===== src/hdl/adc_seq_pkg.sv =====
// constants, types and register map of the converter sequence control
// What this block does
// - group mode, single pass: convert four group channels once into results one to four
// - group mode, continuous: keep converting the group, results overwritten cyclically
// - low-power entry suspends current channel; on exit resample it and continue
// - after wait mode the first conversion is already valid
// - control bits read and write, done flag read-only, bit 6 reads zero
// - any control write abandons a running sequence and starts a fresh one
// - done flag sets when four results valid, clears on control write
// - continuous mode sets the done flag after the first four conversions
// - single mode converts the selected channel four times in a row
// - group mode ignores low select bits; upper two pick the group
// - select code picks input, reference or test; in group mode channel low bits give result slot
// - four read-only 8-bit result registers ignore writes
// - the sequence begins one clock after the control write
// - single mode continuous keeps converting, results overwritten cyclically
package adc_seq_pkg;
  localparam int ADDR_W = 16;
  localparam int DATA_W = 8;
  localparam int RESULT_COUNT = 4;
  localparam logic [ADDR_W-1:0] CTRL_ADDR = 16'h1030;
  localparam logic [ADDR_W-1:0] RESULT_ONE_ADDR = 16'h1031;
  localparam logic [ADDR_W-1:0] RESULT_TWO_ADDR = 16'h1032;
  localparam logic [ADDR_W-1:0] RESULT_THREE_ADDR = 16'h1033;
  localparam logic [ADDR_W-1:0] RESULT_FOUR_ADDR = 16'h1034;
  localparam int DONE_BIT = 7;
  localparam int CONT_BIT = 5;
  localparam int GROUP_BIT = 4;
  localparam logic DONE_RESET = 1'h1;
  localparam logic CONT_RESET = 1'h0;
  localparam logic GROUP_RESET = 1'h0;
  localparam logic [3:0] SEL_RESET = 4'h0;
  localparam logic [DATA_W-1:0] RESULT_RESET = 8'h00;
  localparam logic [DATA_W-1:0] READ_ZERO = 8'h00;
  localparam logic [2:0] MSB_POS = 3'h7;
  localparam logic [2:0] LSB_POS = 3'h0;
  localparam logic [1:0] LAST_SLOT = 2'h3;
  localparam logic [1:0] FIRST_SLOT = 2'h0;
  localparam logic [7:0] ONE_HOT_LSB = 8'h01;
  localparam int SAMPLE_TICKS = 12;
  localparam int BIT_TICKS = 2;
  localparam int TICK_DIV = 4;
  localparam int STOP_SETTLE_MS = 10;

  typedef enum logic [1:0] {
    IDLE = 2'b00,
    SAMPLE = 2'b01,
    CONVERT = 2'b10
  } seq_state_t;

  typedef struct packed {
    logic [ADDR_W-1:0] addr;
    logic [DATA_W-1:0] wdata;
    logic wr;
    logic rd;
  } reg_req_t;

  typedef struct packed {
    logic [3:0] chan_select;
    logic sample_enable;
    logic [DATA_W-1:0] dac_code;
    logic busy;
  } analog_ctrl_t;
endpackage


===== src/hdl/adc_sequence_control.sv =====
// sequencer, successive approximation register and register file of the converter
`timescale 1ns/1ps
module adc_sequence_control #(
  parameter int TICK_DIV = adc_seq_pkg::TICK_DIV,
  parameter int SAMPLE_TICKS = adc_seq_pkg::SAMPLE_TICKS,
  parameter int BIT_TICKS = adc_seq_pkg::BIT_TICKS
) (
  input wire logic clk_sys,
  input wire logic rst_n,
  input wire adc_seq_pkg::reg_req_t req,
  output logic [adc_seq_pkg::DATA_W-1:0] rdata,
  input wire logic stop_mode,
  input wire logic wait_mode,
  input wire logic comp_in,
  output adc_seq_pkg::analog_ctrl_t analog
);
  import adc_seq_pkg::*;

  localparam int DIV_W = $clog2(TICK_DIV + 1);
  localparam int CNT_W = $clog2(SAMPLE_TICKS + BIT_TICKS + 1);
  localparam logic [DIV_W-1:0] DIV_LAST = DIV_W'(TICK_DIV - 1);
  localparam logic [CNT_W-1:0] SAMPLE_LAST = CNT_W'(SAMPLE_TICKS - 1);
  localparam logic [CNT_W-1:0] BIT_LAST = CNT_W'(BIT_TICKS - 1);
  localparam logic [CNT_W-1:0] CNT_ZERO = CNT_W'(0);
  localparam logic [DIV_W-1:0] DIV_ZERO = DIV_W'(0);

  // channel code for a slot of the sequence
  function automatic logic [3:0] chan_of(
    input logic grp,
    input logic [3:0] sel,
    input logic [1:0] slot
  );
    chan_of = grp ? {sel[3:2], slot} : sel;
  endfunction

  seq_state_t state;
  logic [DIV_W-1:0] div_cnt;
  logic tick;
  logic [CNT_W-1:0] phase_cnt;
  logic [2:0] bit_pos;
  logic [1:0] slot;
  logic [DATA_W-1:0] sar;
  logic [DATA_W-1:0] result [RESULT_COUNT];
  logic done_flag;
  logic cont_mode;
  logic group_mode;
  logic [3:0] chan_sel;
  logic comp_meta;
  logic comp_sync;

  wire ctrl_wr = req.wr && (req.addr == CTRL_ADDR);
  wire low_power = stop_mode | wait_mode;
  wire running = (state != IDLE);
  wire suspend = running && low_power;
  wire advance = running && !low_power && tick;
  wire sample_end = (phase_cnt == SAMPLE_LAST);
  wire bit_end = (phase_cnt == BIT_LAST);
  wire [DATA_W-1:0] trial_bit = ONE_HOT_LSB << bit_pos;
  wire [DATA_W-1:0] resolved = comp_sync ? sar : (sar & ~trial_bit);
  wire [DATA_W-1:0] next_trial = ONE_HOT_LSB << (bit_pos - 3'h1);
  wire last_bit = (bit_pos == LSB_POS);
  wire store = advance && (state == CONVERT) && bit_end && last_bit;
  wire seq_end = store && (slot == LAST_SLOT);
  wire [3:0] next_chan = chan_of(group_mode, chan_sel, slot);
  wire [DATA_W-1:0] ctrl_view = {done_flag, 1'b0, cont_mode, group_mode, chan_sel};

  // slower conversion rate as an enable pulse
  always_ff @(posedge clk_sys or negedge rst_n) begin
    if (!rst_n) begin
      div_cnt <= DIV_ZERO;
      tick <= 1'b0;
    end else begin
      tick <= (div_cnt == DIV_LAST);
      div_cnt <= (div_cnt == DIV_LAST) ? DIV_ZERO : div_cnt + DIV_W'(1);
    end
  end

  // comparator comes from the analog side
  always_ff @(posedge clk_sys or negedge rst_n) begin
    if (!rst_n) begin
      comp_meta <= 1'b0;
      comp_sync <= 1'b0;
    end else begin
      comp_meta <= comp_in;
      comp_sync <= comp_meta;
    end
  end

  // control fields; done flag is not writable
  always_ff @(posedge clk_sys or negedge rst_n) begin
    if (!rst_n) begin
      cont_mode <= CONT_RESET;
      group_mode <= GROUP_RESET;
      chan_sel <= SEL_RESET;
    end else if (ctrl_wr) begin
      cont_mode <= req.wdata[CONT_BIT];
      group_mode <= req.wdata[GROUP_BIT];
      chan_sel <= req.wdata[3:0];
    end
  end

  // a write abandons the sequence, so it beats a completing one
  always_ff @(posedge clk_sys or negedge rst_n) begin
    if (!rst_n) begin
      done_flag <= DONE_RESET;
    end else if (ctrl_wr) begin
      done_flag <= 1'b0;
    end else if (seq_end) begin
      done_flag <= 1'b1;
    end
  end

  // sequencer
  always_ff @(posedge clk_sys or negedge rst_n) begin
    if (!rst_n) begin
      state <= IDLE;
      phase_cnt <= CNT_ZERO;
      bit_pos <= MSB_POS;
      slot <= FIRST_SLOT;
      sar <= RESULT_RESET;
    end else if (ctrl_wr) begin
      state <= SAMPLE;
      phase_cnt <= CNT_ZERO;
      bit_pos <= MSB_POS;
      slot <= FIRST_SLOT;
      sar <= RESULT_RESET;
    end else if (suspend) begin
      // restart the current channel from its sample phase
      state <= SAMPLE;
      phase_cnt <= CNT_ZERO;
      bit_pos <= MSB_POS;
      sar <= RESULT_RESET;
    end else if (advance) begin
      case (state)
        SAMPLE: begin
          if (sample_end) begin
            state <= CONVERT;
            phase_cnt <= CNT_ZERO;
            sar <= trial_bit;
          end else begin
            phase_cnt <= phase_cnt + CNT_W'(1);
          end
        end
        CONVERT: begin
          if (!bit_end) begin
            phase_cnt <= phase_cnt + CNT_W'(1);
          end else if (!last_bit) begin
            phase_cnt <= CNT_ZERO;
            sar <= resolved | next_trial;
            bit_pos <= bit_pos - 3'h1;
          end else begin
            phase_cnt <= CNT_ZERO;
            bit_pos <= MSB_POS;
            sar <= RESULT_RESET;
            slot <= slot + 2'h1;
            if (slot == LAST_SLOT && !cont_mode) begin
              state <= IDLE;
            end else begin
              state <= SAMPLE;
            end
          end
        end
        default: begin
          state <= IDLE;
        end
      endcase
    end
  end

  // results land only from the converter, never from the bus
  always_ff @(posedge clk_sys or negedge rst_n) begin
    if (!rst_n) begin
      for (int i = 0; i < RESULT_COUNT; i++) begin
        result[i] <= RESULT_RESET;
      end
    end else if (store && !ctrl_wr) begin
      result[slot] <= resolved;
    end
  end

  // outputs toward the analog mux and converter core
  always_ff @(posedge clk_sys or negedge rst_n) begin
    if (!rst_n) begin
      analog <= '0;
    end else begin
      analog.chan_select <= next_chan;
      analog.sample_enable <= (state == SAMPLE) && !low_power;
      analog.dac_code <= sar;
      analog.busy <= running;
    end
  end

  // read data stands one cycle after the strobe
  logic [DATA_W-1:0] next_rdata;
  always_comb begin
    next_rdata = READ_ZERO;
    if (req.rd) begin
      case (req.addr)
        CTRL_ADDR: next_rdata = ctrl_view;
        RESULT_ONE_ADDR: next_rdata = result[0];
        RESULT_TWO_ADDR: next_rdata = result[1];
        RESULT_THREE_ADDR: next_rdata = result[2];
        RESULT_FOUR_ADDR: next_rdata = result[3];
        default: next_rdata = READ_ZERO;
      endcase
    end
  end

  always_ff @(posedge clk_sys or negedge rst_n) begin
    if (!rst_n) begin
      rdata <= READ_ZERO;
    end else begin
      rdata <= next_rdata;
    end
  end
endmodule


===== config.mk =====
export PLATFORM = sky130hd
export DESIGN_NAME = adc_sequence_control
export DESIGN_NICKNAME = d
export VERILOG_FILES = /design/src/hdl/adc_seq_pkg.sv /design/src/hdl/adc_sequence_control.sv
export SDC_FILE = /design/constraint.sdc
export NUM_CORES = 1
export LEC_CHECK = 0
export BUFFER_PORTS_ARGS = -buffer_cell sky130_fd_sc_hd__buf_2
export CELL_PAD_IN_SITES_DETAIL_PLACEMENT = 1
export CELL_PAD_IN_SITES_GLOBAL_PLACEMENT = 2
export CORE_MARGIN = 1
export CORE_UTILIZATION = 25
export CTS_BUF_LIST = sky130_fd_sc_hd__clkbuf_16
export DETAILED_ROUTE_END_ITERATION = 10
export PLACE_DENSITY = 0.54
export SETUP_SLACK_MARGIN = 0.02
export SLEW_MARGIN = 40
export SYNTH_ARGS = -nofsm -noshare
export SYNTH_HDL_FRONTEND = slang
export SYNTH_SLANG_ARGS = --single-unit

===== constraint.sdc =====
create_clock -name clk_sys -period 3.54 [get_ports clk_sys]
set_clock_uncertainty 0.2 [all_clocks]
set_input_delay 0.531 -clock clk_sys [delete_from_list [all_inputs] [get_ports clk_sys]]
set_output_delay 0.531 -clock clk_sys [all_outputs]
set_load 0.05 [all_outputs]

Yosys cells after proc, flatten, opt, wreduce, memory -nomap -nowiden

Cells that the tools add are included.

Bits in registers: 86
Input bits: 31
Output and inout port bits: 22
Logic and storage cells: 124

Add/subtract/negate cells: 4
$lt $le $gt $ge: 2
Eq/ne operators: 15
Shifts and indexed selects: 2
Multiplexer cells: 43
Bitwise logic cells: 5
Reductions and logical operators: 31

Operators with widths:

| operator                                                           | number |
|---|---|
| 16-bit by 13-bit == test with 1-bit output (second input constant) | 5 |
| 8-bit 2-to-1 mux                                                   | 9 |
| 8-bit one-hot mux with 5 select lines                              | 1 |
| 32-bit bitwise mux                                                 | 1 |
| 2-bit 2-to-1 mux                                                   | 13 |
| 3-bit 2-to-1 mux                                                   | 7 |
| 4-bit 2-to-1 mux                                                   | 5 |
| 8-bit demux with 2-bit select                                      | 1 |
| 8-bit one-hot mux with 2 select lines                              | 1 |
| 1-bit by 3-bit << shifter with 8-bit output (first input constant) | 2 |
| 1-bit logical AND                                                  | 12 |
| 4-bit inequality test (second input constant)                      | 3 |
| 2-bit nonzero test                                                 | 6 |
| 3-bit nonzero test                                                 | 3 |
| 8-bit AND                                                          | 1 |
| 8-bit inverter                                                     | 1 |
| 8-bit bitwise OR                                                   | 1 |
| 4-bit one-hot mux with 2 select lines                              | 1 |
| 4-bit AND reduction                                                | 2 |
| 5-bit AND reduction                                                | 1 |
| 4-bit by 1-bit adder with 4-bit output (second input constant)     | 1 |
| 2-bit == test (second input constant)                              | 2 |
| 4-bit by 1-bit == test with 1-bit output (second input constant)   | 1 |
| 4-bit == test (second input constant)                              | 1 |
| 17 further kinds                                                   | 21 |

Longest topological paths before layout

Gate-level depths: netlist of run 1.

Word-level depth: 11
Depth in mapped cells: 9
Mapped depth without buffers: 7

Worst setup path before layout of run 1

Ideal clock, no wire load.

Kind: register to register
Start: register state[0]
End: register result[10] (netlist bit)
Setup time: 144 ps
Data arrival time: 2,163 ps
Required time: 3,196 ps
Slack: 1,033 ps
Stages on the path, launching flop included: 9
Path buffers: 1
Period minus slack after synthesis: 2,507 ps
Cell sequence: dfrtp_1 inv_1 ha_1 or4b_4 nor4_4 o311ai_2 buf_6 nand2_1 o21ai_0

Word-level cells in the longest chain between the ends: 7
Elaborated cells on any way between the ends: 8
Those cells by class: eq/ne (1); reduce/logical (7)

Ends and longest elaborated chain:

| what                             | RTL line                    | text |
|---|---|---|
| start, declared                  | adc_sequence_control.sv:36  | `seq_state_t state;` |
| start signal, assigned           | adc_sequence_control.sv:116 | `state <= IDLE;` |
| start signal, assigned           | adc_sequence_control.sv:122 | `state <= SAMPLE;` |
| start signal, assigned           | adc_sequence_control.sv:129 | `state <= SAMPLE;` |
| 2-bit nonzero test               | adc_sequence_control.sv:53  | `wire running = (state != IDLE);` |
| 1-bit logical AND (2 in a row)   | adc_sequence_control.sv:55  | `wire advance = running && !low_power && tick;` |
| 1-bit logical AND * (3 in a row) | adc_sequence_control.sv:62  | `wire store = advance && (state == CONVERT) && bit_end && last_bit;` |
| 1-bit logical AND *              | adc_sequence_control.sv:176 | `end else if (store && !ctrl_wr) begin` |
| end signal, assigned by index    | adc_sequence_control.sv:177 | `result[slot] <= resolved;` |
| end, declared                    | adc_sequence_control.sv:43  | `logic [DATA_W-1:0] result [RESULT_COUNT];` |

Mark *: on every way between the ends. The rest lies on a longest branch, timed or not.
A chain may end at the register's enable or synchronous reset.

Worst setup path in the final report of run 1

Start: register state[0]
End: register result[26] (netlist bit)

The elaborated chain is that of the path after synthesis.

==> results of run 1 <==
==> worst max-delay path: cells and delay by family (launching register included) <==
family / cells / cell delay (ns)
adder cells (fa/ha/maj): 1 / 0.52
flip-flops: 1 / 0.42
buffers and inverters: 1 / 0.10
AND/OR/NAND/NOR: 3 / 1.00
AO/OA/AOI/OAI: 2 / 0.47
==> cell usage in the layout (no fill, tap or decap), types with 4 or more instances in the layout <==
cell type  Yosys  layout
nand2_1       63      63
dfrtp_1       82      82
nor2_1        24      24
buf_2          1      49
inv_1         16      17
or2_2          4       4
dfstp_2        4       4
ha_1          17      17
o21ai_0       27      27
a21oi_1       18      18
clkbuf_16      0       9
buf_4          0       8
a22oi_1        8       8
nor3_1        20      20
nand3b_1       4       4
mux2i_1       10      10
o32a_1         7       7
mux2_2        15      15
o21ai_1        7       7
nor2b_1        5       5
o21ai_2        7       7
a211oi_1       7       7
==> stage by stage <==
step	instances	instance area, um2
after floorplan	409	4210
after global placement	665	4690
after detailed placement	665	4700
after CTS	682	4980
after global routing	682	4980
final	682	4980
==> area by class of cell <==
class	instances	area, um2
fillers	1901	11500
inverters	16	60.1
clock buffers	9	225
flip-flops and latches	86	2160
well taps	220	275
repair buffers	59	335
clock inverters	7	50.0
multi-input cells	285	1880
==> registers in the layout, summed over array words and instances, names as in the netlist, 2 cells and up <==
| name | count |
|---|---|
| result | 32 |
| analog | 14 |
| bit_pos | 3 |
| sar | 8 |
| rdata | 8 |
| state | 2 |
| div_cnt | 3 |
| chan_sel | 4 |
| slot | 2 |
| phase_cnt | 4 |
==> power by group through the flow <==
stage                     sequential [mW]  clock [mW]  combinational (mW)
after global placement               1.01           0              0.0720
after floorplan                      1.01           0              0.0242
after global routing                0.987       0.973              0.0803
final                               0.987       0.899              0.0710
after CTS                           0.987       0.938              0.0743
after detailed placement             1.01           0              0.0731
==> kinds of logic (layout without fill, tap and decap cells) <==
kind of cell | after synthesis | after routing | share of synthesized area [%]
xor+xnor | 2 | 2 | 0.416
compound gates | 100 | 100 | 16.4
flops | 86 | 86 | 51.3
buf+inv | 38 | 91 | 4.31
mux | 25 | 25 | 6.39
fa+ha+maj | 17 | 17 | 5.05
simple gates | 141 | 141 | 16.2
==> synth_stat cells, drive strengths merged (3+ instances only) <==
library cell	number
nand2b	3
o32a	7
dfrtp	82
or2	4
nand3	3
nor2	24
nor4	3
dfstp	4
a22oi	8
a21oi	18
nand2	63
mux2i	10
nor2b	5
nor3	20
clkbuf	14
mux2	15
ha	17
inv	16
nand3b	4
buf	8
o311ai	4
o21ai	41
a211oi	7
==> path summary, 6_finish.rpt <==
check,startpoint,to,slack [ns],depth (start not counted)
max,state[0]$_DFFE_PN0P_,result[26]$_DFFE_PN0P_,0.68,7
min,comp_in,comp_meta$_DFF_PN0_,0.08,1
max reg2reg,state[0]$_DFFE_PN0P_,result[26]$_DFFE_PN0P_,0.68,7
min reg2reg,comp_meta$_DFF_PN0_,comp_sync$_DFF_PN0_,0.15,0
max in group asynchronous,rst_n,sar[6]$_DFFE_PN0P_,1.98,3
min in group asynchronous,rst_n,analog[12]$_DFF_PN0_,0.50,2
==> layer usage <==
layer	vias up	wire, um	global-route usage, %
li1	1539	-	-
met1	1561	5050	17.7
met2	42	5730	23.6
met3	13	321	3.04
met4	0	192	5.17
met5	-	0	0
==> repair_timing <==
item	4_1_cts	5_1_grt
hold buffers	1	0
hold endpoints to repair	31	0
setup endpoints to repair	0	0
==> key figures, run 1 <==
Critical path
  – Critical Path Max Stage Delay: 0.56 ns
  – CP Cell Sequence: inv_1 > ha_1 > nand3b_1 > nor4_4 > o311ai_4 > nand2_1 > o21ai_0
  – Crit end category: register
  – Kind of critical path: reg -> reg
  – CP required: 3.54 ns
  – Worst Path Arrival: 2.86 ns
  – Worst setup SP type: register
  – Slowest stage cell on the critical path: nor4_4
  – Max FO, Critical Path: 16

Synthesis
  – Yosys warns: 0
  – Avg Cell Area, Syn: 10.3 um2
  – Primary FF master, synth: dfrtp_1
  – Post-Syn Area: 4210 um2
  – FF+latch count, synth: 86
  – Post-synth EDFFs: 0
  – Async set-reset flop share out of synthesis: 100%
  – Yosys top cell by area: dfrtp_1
  – Synthesized net count: 457
  – Synth cell types: 50
  – Synth top area share: 48.8%
  – Seq/Total Area, Yosys: 51.3%
  – Synth area leaders: dfrtp_1, nand2_1, ha_1
  – Post-Synthesis Cells: 409

Timing
  – Endpoints failing hold: 0
  – Final setup TNS: 0 ns
  – Final Cycle Share: 80.9%
  – Worst Setup Slack, final: 0.676 ns
  – Hold_ws: 0.0830 ns
  – Crit path time final: 2.86 ns
  – Worst slew margin: 46.9%
  – Unrepaired setup endpoints after global routing: no
  – Max-slew violations: 0
  – Worst-Margin Slew: 0.788 ns
  – Final setup viols: 0
  – Max Clk Rate: 349 MHz

Clocking
  – H-Tree Depth: 3
  – Total CTS buffers: 9
  – Longest Clk Path Bufs: 2
  – Clock latency on the worst-skew pair: 0.35 ns
  – CTS tree: yes
  – Post-cts resize count: 0
  – Clock Pin Slew Worst Setup and Hold Paths: 0.07 ns
  – Clock sinks: 86
  – Clock root buffer: clkbuf_16
  – Post-CTS setup buffer count: 0

Drt
  – Final antenna-violating net count: 0
  – Vias/cell: 4.63
  – Final WL: 11300 um
  – DR WL/cell: 16.6 um
  – Drt pass-1 iters: 4
  – DRC Markers: 0
  – Routed via count: 3155
  – Drt first-iter violations: 137

Global route
  – Total grt overflow: 0
  – Number of global-route vias before repair: 3376
  – Largest net degree at the start of global routing: 48
  – Initial antenna violation count: 0
  – GR Util All Layers: 14.0%
  – First-pass GRT wire length: 18700 um

Floorplanning
  – Core area: 16500 um2
  – Initial core utilization: 25.5%
  – Die Ht: 132 um
  – # IOs: 53
  – Row count: 47
  – Die Width: 132 um
  – Die ar.: 17400 um2

Placement
  – Final Wtd Congestion: 0.756
  – Setup slack at placement: 0.647 ns
  – Dpl hpwl: 8110 um
  – Port bufs: 50

Finish
  – Share of layout cells above drive strength 1: 24.0%
  – Nets: 505
  – Layout area overhead: 18.4%
  – # diodes: 0
  – Final core occ: 30.2%

Hold path
  – HP Class: in -> reg

Power
  – Lkg Pwr: 2.21 nW
  – Internal: 1.49 mW
  – Net Sw Power: 0.471 mW
  – PD cells: 393 nW/um2
  – Fraction of power spent switching nets: 24.1%
  – Logic gate share of total power: 3.6%
  – Clock Power Share: 45.9%
  – Sequential power share: 50.4%
  – Post-layout total power: 1.96 mW
  – Worst vdd ir: 0.216 mV

Outcome
  – Status: complete, no violations

Flow run
  – Max-cap violation count: 0
Power figures use the tool's default switching activity.
==> inputs of run 2 (changes only) <==
--- a/config.mk
+++ b/config.mk
@@ -5,6 +5,7 @@
 export SDC_FILE = /design/constraint.sdc
 export NUM_CORES = 1
 export LEC_CHECK = 0
+export ABC_AREA = 1
 export BUFFER_PORTS_ARGS = -buffer_cell sky130_fd_sc_hd__buf_2
 export CELL_PAD_IN_SITES_DETAIL_PLACEMENT = 1
 export CELL_PAD_IN_SITES_GLOBAL_PLACEMENT = 2
@@ -12,7 +13,7 @@
 export CORE_UTILIZATION = 25
 export CTS_BUF_LIST = sky130_fd_sc_hd__clkbuf_16
 export DETAILED_ROUTE_END_ITERATION = 10
-export PLACE_DENSITY = 0.54
+export PLACE_DENSITY = 0.56
 export SETUP_SLACK_MARGIN = 0.02
 export SLEW_MARGIN = 40
 export SYNTH_ARGS = -nofsm -noshare
==> constraint.sdc (replaced) <==
create_clock -name clk_sys -period 2.8 [get_ports clk_sys]
set_clock_uncertainty 0.2 [all_clocks]
set_input_delay 0.42 -clock clk_sys [delete_from_list [all_inputs] [get_ports clk_sys]]
set_output_delay 0.42 -clock clk_sys [all_outputs]
set_load 0.05 [all_outputs]
==> run 2 against run 1 <==
Against the previous run:
- hold slack got worse by 0.016 ns
- synthesized area up 5.8%
- critical path depth stayed put
- worst setup slack got worse by 0.17 ns
- wire length increased by 9.0%
- sequential cell count unchanged
- global-route usage grew 0.77 points
- critical endpoint is now state[0]$_DFFE_PN0P_
- clock-buffer cell count did not move
==> key figures, run 2 <==
Critical path
  – Max FO, Critical Path: 12
  – Crit end category: register
  – Worst flop-to-flop path startpoint: state[0]$_DFFE_PN0P_
  – CP Cell Sequence: inv_1 > ha_1 > inv_1 > nor2_2 > nor3_1 > o21ai_0 > nand2_1
  – Slowest stage cell on the critical path: ha_1
  – CP delay by family, top: simple AND/OR/NAND/NOR gates
  – Critical path origin: state[0]$_DFFE_PN0P_
  – Worst setup SP type: register
  – Buf/Inv on CP: 2
  – Most used cell, CP: inv_1
  – Kind of critical path: reg -> reg
  – CP required: 2.83 ns
  – Critical Path Max Stage Delay: 0.48 ns
  – Worst Path Arrival: 2.33 ns

Synthesis
  – Synth top area share: 46.1%
  – FF+latch count, synth: 86
  – Post-Synthesis Cells: 504
  – Async set-reset flop share out of synthesis: 100%
  – Seq/Total Area, Yosys: 48.5%
  – Most frequent cell after synthesis: nand2_1
  – Synth cell types: 32
  – Post-synth EDFFs: 0
  – Synthesized net count: 552
  – Commonest cells post-synth: nand2_1, dfrtp_1, nor2_1, inv_1, o21ai_1
  – Yosys top cell by area: dfrtp_1
  – Synth area leaders: dfrtp_1, nand2_1, ha_1
  – Avg Cell Area, Syn: 8.83 um2
  – Post-Syn Area: 4450 um2
  – Yosys warns: 0
  – Primary FF master, synth: dfrtp_1

Drt
  – Drt pass-1 iters: 4
  – DRC Markers: 0
  – Drt first-iter violations: 84
  – Final antenna-violating net count: 0
  – Routed via count: 3563
  – Vias/cell: 4.45
  – Final WL: 12300 um
  – DR WL/cell: 15.4 um

Finish
  – Commonest non-fill, non-tap cell in the layout: nand2_1
  – Layout area overhead: 19.1%
  – Most frequent cells in the layout: nand2_1, dfrtp_1, buf_2, nor2_1, inv_1
  – Share of layout cells above drive strength 1: 23.0%
  – Largest Register: result
  – Largest registers: result (32), analog (14)
  – Layout Cells excl Fill: 800
  – Nets: 619
  – # diodes: 0
  – Max reg flops: 32

Floorplanning
  – Die ar.: 18300 um2
  – # IOs: 53
  – Core area: 17400 um2
  – Row count: 48
  – Die Ht: 135 um
  – Initial core utilization: 25.6%
  – Die Width: 135 um

Clocking
  – Clock sinks: 86
  – H-Tree Depth: 3
  – Clock latency on the worst-skew pair: 0.35 ns
  – Longest Clk Path Bufs: 2
  – Clock Pin Slew Worst Setup and Hold Paths: 0.07 ns
  – Total CTS buffers: 9
  – CTS tree: yes
  – Clock root buffer: clkbuf_16
  – Post-CTS setup buffer count: 0

Global route
  – First-pass GRT wire length: 20500 um
  – Initial antenna violation count: 0
  – Largest net degree at the start of global routing: 46
  – GR Util All Layers: 14.8%
  – Number of global-route vias before repair: 3834
  – Total grt overflow: 0

Timing
  – Unrepaired setup endpoints after global routing: no
  – Worst Setup Slack, final: 0.503 ns
  – Final Cycle Share: 82.0%
  – Final setup TNS: 0 ns
  – Worst-Margin Slew: 0.665 ns
  – Final setup viols: 0
  – Max-slew violations: 0
  – Crit path time final: 2.30 ns
  – Endpoints failing hold: 0
  – Max Clk Rate: 435 MHz
  – Worst slew margin: 55.5%

Hold path
  – HP Class: in -> reg
  – HP Start: req[6]

Outcome
  – Status: complete, no violations

Power
  – Worst vdd ir: 0.285 mV
  – Lkg Pwr: 2.53 nW
  – PD cells: 480 nW/um2

Placement
  – Port bufs: 50
  – DP Cell Count: 783
  – Dpl hpwl: 9030 um
  – Final Wtd Congestion: 0.769
  – Setup slack at placement: 0.484 ns

Flow run
  – Max-cap violation count: 0
## run 2: cell types whose count changed after synthesis, sizes merged, moves of 26 or more
cell and change:
inv +38, nand2 +49, nand3 +36, nand4 +26, nor2 +35, o21ai +29
## run 2: cell families after synthesis
group	count (synthesis)	share of synthesized area [%]
flip-flops	86	48.5
buffers and inverters	68	7.50
XOR/XNOR	2	0.394
adder cells (fa/ha/maj)	17	4.78
AND/OR/NAND/NOR	247	28.5
AO/OA/AOI/OAI	84	10.4
## run 2: power by group
part	total, mW	internal (mW)	switching, mW
clock	1.18	0.676	0.501
combinational	0.114	0.0358	0.0786
sequential	1.25	1.25	0.00598
total	2.54	1.96	0.586
## run 2: path summary, 6_finish.rpt
check / to / slack [ns] / depth (start not counted)
setup / recovery: state[0]$_DFFE_PN0P_ / 0.50 / 7
hold / removal: group_mode$_DFFE_PN0P_ / 0.07 / 3
setup reg to reg: state[0]$_DFFE_PN0P_ / 0.50 / 7
hold reg to reg: comp_sync$_DFF_PN0_ / 0.15 / 0
max in group asynchronous: done_flag$_DFFE_PN1P_ / 1.28 / 3
min in group asynchronous: analog[7]$_DFF_PN0_ / 0.42 / 2
## run 2: area by class of cell
cell class / instances / area [um2]
Sequential cell: 86 / 2160
Timing Repair Buffer: 69 / 413
Fill cell: 2069 / 12100
Clock buffer: 9 / 225
Multi-Input combinational cell: 350 / 1960
Tap cell: 225 / 282
Inverter: 55 / 211
Clock inverter: 6 / 53.8
## run 2: metrics by stage
stage | util (%) | hold WS (ns) | cell area [um2] | total power, mW
finish | 30.6 | 0.0667 | 5300 | 2.54
CTS | 30.6 | 0.0547 | 5300 | 2.59
detailed placement | 28.8 | 0.136 | 5000 | 1.39
global route | 30.6 | 0.0583 | 5300 | 2.64
floorplan | - | -0.0756 | 4450 | 1.32
global placement | 28.8 | 0.134 | 5000 | 1.39
## run 2: layer usage
metal,track usage (%),part of all wire (%)
met4,5.62,2.0
met5,0,0
met3,3.29,3.9
met1,18.9,47
met2,24.3,47
## run 2: worst reg2reg max path, delay by kind of cell (launching register included)
family / cells / cell delay, ns
buffers and inverters: 2 / 0.23
DFF: 1 / 0.41
and+or+nand+nor: 3 / 0.65
AOI/OAI and AO/OA: 1 / 0.21
adders and majority gates: 1 / 0.48
## run 2: what timing repair did
item                      4_1_cts  5_1_grt
hold endpoints to repair       41        0
hold buffers                    2        0
resized for setup               0        0
